### config.mk
export PLATFORM = sky130hd
export DESIGN_NAME = vpsc_ctrl
export DESIGN_NICKNAME = d
export VERILOG_FILES = /design/src/shared/vpsc_pkg.sv /design/src/logic/vpsc_ctrl.sv
export SDC_FILE = /design/constraint.sdc
export NUM_CORES = 1
export LEC_CHECK = 0
export BUFFER_PORTS_ARGS = -buffer_cell sky130_fd_sc_hd__buf_2
export CAP_MARGIN = 10
export CORE_MARGIN = 4
export CORE_UTILIZATION = 35
export DETAILED_ROUTE_END_ITERATION = 10
export PLACE_DENSITY = 0.87
export RECOVER_POWER = 100
export SLEW_MARGIN = 25
export SYNTH_ARGS = -nofsm -noshare
export SYNTH_HDL_FRONTEND = slang
export SYNTH_SLANG_ARGS = --single-unit
export TNS_END_PERCENT = 10
### constraint.sdc
create_clock -name core_clk -period 1.4 [get_ports core_clk]
set_clock_uncertainty 0.15 [all_clocks]
set_input_delay 0.14 -clock core_clk [delete_from_list [all_inputs] [get_ports core_clk]]
set_output_delay 0.14 -clock core_clk [all_outputs]
set_load 0.02 [all_outputs]
### src/shared/vpsc_pkg.sv
package vpsc_pkg;
  // ----------------------------------------
  // register map
  // ----------------------------------------
  localparam logic [7:0] PORT_PERIPHERAL_CONTROL_ADDR = 8'h00;
  localparam logic [7:0] PORT_STATUS_ADDR = 8'h04;
  localparam logic [7:0] BLOCK_CONTROL_ADDR = 8'h08;
  localparam int PORT_ENABLE_BIT_POS = 2;
  localparam int GRACEFUL_HALT_POS = 1;
  localparam int RUN_THROUGH_HALT_POS = 0;
  localparam int CAPTURE_BLOCK_POS = 0;
  localparam int DISPLAY_BLOCK_POS = 1;
  localparam logic PORT_ENABLE_RESET = 1'b0;
  localparam logic RUN_THROUGH_HALT_RESET = 1'b0;
  localparam logic [31:0] READ_ZERO = 32'h0000_0000;
  localparam logic [31:0] DISABLED_READ_FILL = 32'hdead_beef;
  localparam logic [9:0] DEFAULT_VIDEO_DATA = 10'h010;
  // ----------------------------------------
  // halt sequencing
  // ----------------------------------------
  typedef enum logic [1:0] {
    HALT_RUN,
    HALT_DRAIN,
    HALT_STOPPED,
    HALT_RESUME
  } vpsc_halt_e;
endpackage

### src/logic/vpsc_ctrl.sv
// Contract
// - upper control bits 31..3 read zero, writes to them ignored
// - port enable clear gates off both video clocks and stream clock
// - disabled port still acknowledges DMA; reads undefined, writes dropped
// - port enable set runs port with clocks ungated
// - graceful-halt select bit always reads zero
// - run-through-halt set ignores suspend; graceful select has no effect
// - run-through-halt clear finishes current field, then stops DMA events
// - clocks and timing counters keep running during suspend
// - no interrupts raised while halted by suspend
// - display mode under suspend keeps controls, drives default data in window
// - after suspend waits for field boundary before re-enabling DMA events
// - block controls act at once; software resets DMA before clearing
// - no separate capture-side suspend handling
//
// Chosen here: the address-and-strobe port and the register offsets.
`timescale 1ns/100ps
`default_nettype none
module vpsc_ctrl
  import vpsc_pkg::*;
(
  // clock and reset
  input wire logic core_clk,
  input wire logic rst_n,
  // register port
  input wire logic [7:0] regAddr,
  input wire logic [31:0] regWdata,
  input wire logic regWrite,
  input wire logic regRead,
  output logic [31:0] regRdata,
  // dma access port
  input wire logic dmaRead,
  input wire logic dmaWrite,
  input wire logic [31:0] dmaWdata,
  output logic dmaAck,
  output logic [31:0] dmaRdata,
  output logic dmaWriteAccept,
  // port core signals
  input wire logic emuSuspendReq,
  input wire logic fieldBoundary,
  input wire logic displayMode,
  input wire logic activeWindow,
  input wire logic coreIrqReq,
  input wire logic coreDmaEvent,
  input wire logic [31:0] fifoRdata,
  // gating and outputs
  output logic videoClockAEn,
  output logic videoClockBEn,
  output logic streamClockEn,
  output logic countersRun,
  output logic dmaEventOut,
  output logic portIrq,
  output logic defaultDataSel,
  output logic [9:0] videoDataOverride,
  output logic captureBlocked,
  output logic displayBlocked,
  output logic suspendHalted
);
  import vpsc_pkg::*;

  // ----------------------------------------
  // control registers
  // ----------------------------------------
  logic portEnable;
  logic runThroughHalt;
  logic captureBlock;
  logic displayBlock;
  logic suspMeta;
  logic suspSync;
  vpsc_halt_e haltState;
  vpsc_halt_e next_haltState;

  wire pcrSel = regAddr == PORT_PERIPHERAL_CONTROL_ADDR;
  wire statSel = regAddr == PORT_STATUS_ADDR;
  wire blkSel = regAddr == BLOCK_CONTROL_ADDR;
  wire pcrWr = regWrite && pcrSel;
  wire blkWr = regWrite && blkSel;

  always_ff @(posedge core_clk)
  begin
    if (!rst_n)
    begin
      portEnable <= PORT_ENABLE_RESET;
      runThroughHalt <= RUN_THROUGH_HALT_RESET;
    end
    else if (pcrWr)
    begin
      // only bits 2 and 0 store; 1 and 31..3 are dropped
      portEnable <= regWdata[PORT_ENABLE_BIT_POS];
      runThroughHalt <= regWdata[RUN_THROUGH_HALT_POS];
    end
  end

  // block bits take effect the next cycle, not at field end
  always_ff @(posedge core_clk)
  begin
    if (!rst_n)
    begin
      captureBlock <= 1'b0;
      displayBlock <= 1'b0;
    end
    else if (blkWr)
    begin
      captureBlock <= regWdata[CAPTURE_BLOCK_POS];
      displayBlock <= regWdata[DISPLAY_BLOCK_POS];
    end
  end

  // ----------------------------------------
  // suspend synchronizer and halt sequencer
  // ----------------------------------------
  always_ff @(posedge core_clk)
  begin
    if (!rst_n)
    begin
      suspMeta <= 1'b0;
      suspSync <= 1'b0;
    end
    else
    begin
      suspMeta <= emuSuspendReq;
      suspSync <= suspMeta;
    end
  end

  // run-through wins over any pending halt; one halt covers both paths
  wire suspEff = suspSync && !runThroughHalt;

  always_comb
  begin
    next_haltState = haltState;
    case (haltState)
      HALT_RUN:
        if (suspEff)
          next_haltState = HALT_DRAIN;
      HALT_DRAIN:
        if (!suspEff)
          next_haltState = HALT_RUN;
        else if (fieldBoundary)
          next_haltState = HALT_STOPPED;
      HALT_STOPPED:
        if (!suspEff)
          next_haltState = HALT_RESUME;
      HALT_RESUME:
        if (suspEff)
          next_haltState = HALT_STOPPED;
        else if (fieldBoundary)
          next_haltState = HALT_RUN;
      default:
        next_haltState = HALT_RUN;
    endcase
  end

  always_ff @(posedge core_clk)
  begin
    if (!rst_n)
      haltState <= HALT_RUN;
    else
      haltState <= next_haltState;
  end

  // ----------------------------------------
  // gating decode
  // ----------------------------------------
  wire halted = haltState == HALT_STOPPED || haltState == HALT_RESUME;
  wire eventsOk = portEnable && !halted && !captureBlock && !displayBlock;
  wire irqOk = portEnable && !halted;
  // default data only while halted (stopped or resuming) in display mode inside the window
  wire dfltSel = portEnable && halted && displayMode && activeWindow;
  wire [31:0] rdMux = pcrSel ? {29'h0, portEnable, 1'b0, runThroughHalt}
                    : statSel ? {29'h0, halted, suspSync, portEnable}
                    : blkSel ? {30'h0, displayBlock, captureBlock}
                    : READ_ZERO;

  always_ff @(posedge core_clk)
  begin
    if (!rst_n)
    begin
      regRdata <= READ_ZERO;
      videoClockAEn <= 1'b0;
      videoClockBEn <= 1'b0;
      streamClockEn <= 1'b0;
      countersRun <= 1'b0;
      dmaEventOut <= 1'b0;
      portIrq <= 1'b0;
      defaultDataSel <= 1'b0;
      videoDataOverride <= 10'h000;
      captureBlocked <= 1'b0;
      displayBlocked <= 1'b0;
      suspendHalted <= 1'b0;
    end
    else
    begin
      regRdata <= regRead ? rdMux : READ_ZERO;
      // clocks follow enable only; suspend never stops them
      videoClockAEn <= portEnable;
      videoClockBEn <= portEnable;
      streamClockEn <= portEnable;
      countersRun <= portEnable;
      dmaEventOut <= eventsOk && coreDmaEvent;
      portIrq <= irqOk && coreIrqReq;
      defaultDataSel <= dfltSel;
      videoDataOverride <= dfltSel ? DEFAULT_VIDEO_DATA : 10'h000;
      captureBlocked <= captureBlock;
      displayBlocked <= displayBlock;
      suspendHalted <= halted;
    end
  end

  // ----------------------------------------
  // dma slave: always acknowledged
  // ----------------------------------------
  always_ff @(posedge core_clk)
  begin
    if (!rst_n)
    begin
      dmaAck <= 1'b0;
      dmaRdata <= READ_ZERO;
      dmaWriteAccept <= 1'b0;
    end
    else
    begin
      dmaAck <= dmaRead || dmaWrite;
      // disabled reads give a fill pattern, treated as undefined
      dmaRdata <= portEnable ? fifoRdata : DISABLED_READ_FILL;
      dmaWriteAccept <= dmaWrite && portEnable;
    end
  end

  // ----------------------------------------
  // checks
  // ----------------------------------------
  AST_PCR_READ_MASK: assert property (@(posedge core_clk) disable iff (!rst_n)
    regRead && pcrSel |=> regRdata[31:3] == 29'h0)
    else $error("control upper bits not zero");
  AST_SOFT_ZERO: assert property (@(posedge core_clk) disable iff (!rst_n)
    regRead && pcrSel |=> !regRdata[GRACEFUL_HALT_POS])
    else $error("graceful bit read nonzero");
  AST_CLK_GATED: assert property (@(posedge core_clk) disable iff (!rst_n)
    pcrWr && !regWdata[PORT_ENABLE_BIT_POS] |=> ##1 !videoClockAEn && !streamClockEn)
    else $error("clocks not gated");
  AST_CLK_RUN: assert property (@(posedge core_clk) disable iff (!rst_n)
    pcrWr && regWdata[PORT_ENABLE_BIT_POS] |=> ##1 videoClockBEn && countersRun)
    else $error("clocks not running");
  AST_DMA_ACK: assert property (@(posedge core_clk) disable iff (!rst_n)
    dmaWrite && !portEnable |=> dmaAck && !dmaWriteAccept)
    else $error("disabled dma handling wrong");
  AST_FREE_IGNORE: assert property (@(posedge core_clk) disable iff (!rst_n)
    runThroughHalt && haltState == HALT_RUN |=> haltState == HALT_RUN)
    else $error("run-through halted");
  AST_HALT_AT_FIELD: assert property (@(posedge core_clk) disable iff (!rst_n)
    haltState == HALT_DRAIN && suspEff && fieldBoundary |=> ##1 !dmaEventOut)
    else $error("events after field end");
  AST_NO_IRQ: assert property (@(posedge core_clk) disable iff (!rst_n)
    halted |=> !portIrq)
    else $error("irq while halted");
  AST_RESUME_WAIT: assert property (@(posedge core_clk) disable iff (!rst_n)
    haltState == HALT_RESUME && !fieldBoundary |=> !dmaEventOut)
    else $error("resumed before field boundary");
  AST_CLK_SUSP: assert property (@(posedge core_clk) disable iff (!rst_n)
    halted && $stable(portEnable) && portEnable |=> videoClockAEn)
    else $error("clock stopped in suspend");
  AST_DFLT: assert property (@(posedge core_clk) disable iff (!rst_n)
    dfltSel |=> videoDataOverride == DEFAULT_VIDEO_DATA)
    else $error("default data missing");
  AST_BLOCK: assert property (@(posedge core_clk) disable iff (!rst_n)
    blkWr && regWdata[CAPTURE_BLOCK_POS] |=> ##1 !dmaEventOut)
    else $error("block not immediate");
  AST_BLOCK_DISP: assert property (@(posedge core_clk) disable iff (!rst_n)
    blkWr && regWdata[DISPLAY_BLOCK_POS] |=> ##1 !dmaEventOut)
    else $error("display block not immediate");
  AST_DMA_RD_ACK: assert property (@(posedge core_clk) disable iff (!rst_n)
    dmaRead |=> dmaAck)
    else $error("dma read not acknowledged");
  AST_DMA_WR_DROP: assert property (@(posedge core_clk) disable iff (!rst_n)
    !portEnable |=> !dmaWriteAccept)
    else $error("write taken while disabled");
  AST_DIS_FILL: assert property (@(posedge core_clk) disable iff (!rst_n)
    !portEnable |=> dmaRdata == DISABLED_READ_FILL)
    else $error("disabled read not filled");
  AST_CLK_OFF: assert property (@(posedge core_clk) disable iff (!rst_n)
    !portEnable |=> !videoClockAEn && !videoClockBEn && !streamClockEn)
    else $error("clock running while disabled");
  AST_CLK_ON: assert property (@(posedge core_clk) disable iff (!rst_n)
    portEnable |=> videoClockAEn && videoClockBEn && streamClockEn)
    else $error("clock gated while enabled");
  AST_CNT_SUSP: assert property (@(posedge core_clk) disable iff (!rst_n)
    halted && portEnable |=> countersRun && streamClockEn)
    else $error("counters stopped in suspend");
  AST_FREE_NO_HALT: assert property (@(posedge core_clk) disable iff (!rst_n)
    runThroughHalt && !halted |=> !halted)
    else $error("halted in run-through");
  AST_SUSP_SYNC: assert property (@(posedge core_clk) disable iff (!rst_n)
    haltState == HALT_RUN && !suspSync |=> haltState == HALT_RUN)
    else $error("halt from unsynced request");
  AST_DRAIN_PASS: assert property (@(posedge core_clk) disable iff (!rst_n)
    haltState == HALT_DRAIN && eventsOk && coreDmaEvent |=> dmaEventOut)
    else $error("events cut before field end");
  AST_RESUME_EDGE: assert property (@(posedge core_clk) disable iff (!rst_n)
    haltState == HALT_RESUME && !suspEff && fieldBoundary |=> haltState == HALT_RUN)
    else $error("no resume at field boundary");
  AST_DFLT_OFF: assert property (@(posedge core_clk) disable iff (!rst_n)
    !dfltSel |=> !defaultDataSel && videoDataOverride == 10'h000)
    else $error("default data outside window");

  COV_HALT: cover property (@(posedge core_clk) haltState == HALT_STOPPED);
  COV_RESUME: cover property (@(posedge core_clk)
    haltState == HALT_RESUME ##1 haltState == HALT_RUN);
  COV_DISABLED_DMA: cover property (@(posedge core_clk) dmaRead && !portEnable);
  COV_DEFAULT: cover property (@(posedge core_clk) defaultDataSel);
endmodule
`default_nettype wire

==> impl_metrics.py <==
metrics = {
    "run_status": {
        "status": "finished clean",
    },
    "worst_setup_path": {
        "arrival_ps": 920,
        "crit_fanout": 4,
        "crit_type": "reg -> out",
        "slowest_delay_ps": 370,
        "path_buf_inv": 1,
        "cp.depth": 1,
        "cp_cell_sequence": "clkbuf_1",
        "end_kind": "primary output",
        "crit_family": "flip-flops",
        "cp_slowest_cell": "dfxtp_1",
        "startpoint_type": "register",
        "critPathRequiredTime_ps": 1110,
        "reg2regPathDepth": 2,
        "timing.rr.start": "portEnable",
        "critPathLaunch": "countersRun",
    },
    "placed_design": {
        "place_congestion": 0.8030,
        "place_hpwl_mm": 3.437,
        "port_buffers": 102,
        "pre_cts_ws_ps": 58.04,
    },
    "clock_network": {
        "cts_tree": "yes",
        "root_buffer": "clkbuf_8",
        "path_clk_slew_ps": 100,
        "clock_sinks": 52,
        "cts_max_level": 2,
        "cts.path.max_buffers": 2,
        "clk_latency_ps": 300,
        "ctsResizeCount": 0,
        "cts_made_buffers": 5,
    },
    "global_route": {
        "grt_pass1_vias": 1793,
        "grt_usage_pct": 13.97,
        "antenna_found_initial": 0,
        "grt_pass1_wl_mm": 7.969,
        "grt-ovfl-total": 0,
        "grt_start_max_net_pins": 28,
    },
    "synth": {
        "syn_area_mm2": 0.002018,
        "yosysUniqueCellTypes": 25,
        "ys_seq_area_share_pct": 51.58,
        "ys_ff_latch": 52,
        "syn_area_per_cell_um2": 9.797,
        "ys_warn_count": 0,
        "synth_cells": 206,
    },
    "timing": {
        "finalCritPeriodShare_pct": 86.30,
        "fmax_mhz": 827.7,
        "maxSlewViolCount": 0,
        "holdWs_ps": 46.01,
        "fin_ws_ps": 191.8,
        "grt_setup_unrepaired": "no",
        "min_period_ps": 1208,
        "tns_ps": 0,
        "setup_violations": 0,
        "hold_viol": 0,
    },
    "floorplanning": {
        "die_w_um": 83.94,
        "ios": 202,
        "initial_utilization_pct": 36.43,
        "dieArea_mm2": 0.007045,
        "row_count": 27,
        "die_y_um": 83.94,
        "core-area_mm2": 0.005540,
    },
    "cells_and_area": {
        "finalNetCount": 466,
        "syn2layout_area_growth_pct": 43.77,
        "regArea_mm2": 0.001041,
        "final_common_cell": "dfxtp_1",
        "nFillCells": 548,
        "layout_common_cells": "dfxtp_1, buf_2, clkbuf_1",
        "drive_gt1_share_pct": 18.52,
        "multi_input_area_um2": 661.9,
        "n_antenna_cell": 0,
    },
    "drt": {
        "drt-total-wl_mm": 4.980,
        "drc": 0,
        "drt_pass1_iterations": 4,
        "drt_iter0_markers": 23,
        "vias": 1724,
        "ant_nets": 0,
        "routedWlPerCell_um": 11.77,
        "viasPerCell": 4.076,
    },
    "worst_hold_path": {
        "holdPathStages": 3,
        "holdCritPathClass": "in -> reg",
        "min_from": "fieldBoundary",
    },
    "power": {
        "leakage_nw": 1.451,
        "irDropWorstVdd_v": 0.0004769,
        "powerDensity_mw_per_mm2": 968.1,
    },
    "run": {
        "max_cap_viol_count": 0,
    },
}
-- flip-flops by register name, summed over array words and instances, names as in the netlist, named ones only --
name and cells:
dmaRdata 32, regRdata 3, captureBlock 1, captureBlocked 1, countersRun 1, displayBlock 1
displayBlocked 1, dmaAck 1, dmaEventOut 1, dmaWriteAccept 1, haltState 1, portEnable 1
portIrq 1, runThroughHalt 1, suspMeta 1, suspSync 1, suspendHalted 1, videoDataOverride 1
-- synth_stat cells --
cell        n  area share [%]
nand2_1    10             1.9
and2_1      3            0.93
buf_4      42              16
inv_1      27             5.0
mux2i_1     6             3.0
nor4_1      1            0.31
nor3b_1     1            0.37
dfxtp_1    52              52
nor2b_1     5             1.5
xor2_1      1            0.43
o21a_1      1            0.37
clkbuf_1    7             1.3
nor3_1      2            0.50
nand4_2     1            0.62
a2bb2oi_1   1            0.43
a21boi_0   24             8.9
conb_1      1            0.19
and3_1     10             3.1
nor4_4      1             1.1
nor2_1      4            0.74
nand2b_1    1            0.31
nand3_1     2            0.50
a2111oi_2   1            0.74
buf_2       1            0.25
nand4_1     1            0.31
-- stage by stage --
stage	cells	util [%]	power, mW	area (um^2)
floorplan	243	-	1.850	2157
global placement	371	44.06	1.894	2441
detailed placement	371	44.06	1.903	2441
CTS	423	53.68	2.855	2974
global route	423	52.37	2.947	2902
finish	423	52.37	2.809	2902
-- path summary, 6_finish.rpt --
check        slack, ps            end
max                190  videoClockAEn
max reg2reg        290    dmaRdata[3]
min reg2reg        290       suspSync
min                 50   haltState[0]
-- repair_timing --
| item | 4_1_cts | 5_1_grt |
|---|---|---|
| buffers inserted | 0 | 0 |
| hold endpoints to repair | 45 | 0 |
| hold buffers | 44 | 0 |
-- cell families (layout without fill, tap and decap cells) --
group	after synthesis	after routing	share of synthesized area [%]
multiplexers	6	6	2.976
other	1	38	0.1858
buffers and inverters	77	185	22.19
AND/OR/NAND/NOR	42	42	12.15
XOR/XNOR	1	1	0.4341
flip-flops	52	52	51.58
AO/OA/AOI/OAI	27	27	10.48
-- where the power goes --
part	total, mW	switching (mW)	internal [mW]
combinational	0.427	0.244	0.183
clock	0.850	0.496	0.355
sequential	1.53	0.0109	1.52
total	2.81	0.751	2.06
-- final cells by class --
cell class                      instances  area share [%]
Multi-Input combinational cell        114           22.81
Tap cell                               72           3.105
Clock inverter                          3          0.8193
Sequential cell                        52           35.88
Inverter                               27           3.493
Timing Repair Buffer                  150           31.52
Clock buffer                            5           2.372
-- routing by layer --
metal / global-route usage, % / vias to the layer above / wire length (um)
li1: - / 852 / -
met1: 12.98 / 772 / 1735
met2: 28.20 / 97 / 2677
met3: 5.331 / 3 / 539
met4: 3.070 / 0 / 27
met5: 0 / - / 0
No activity file was read; power rests on OpenSTA's default activity.
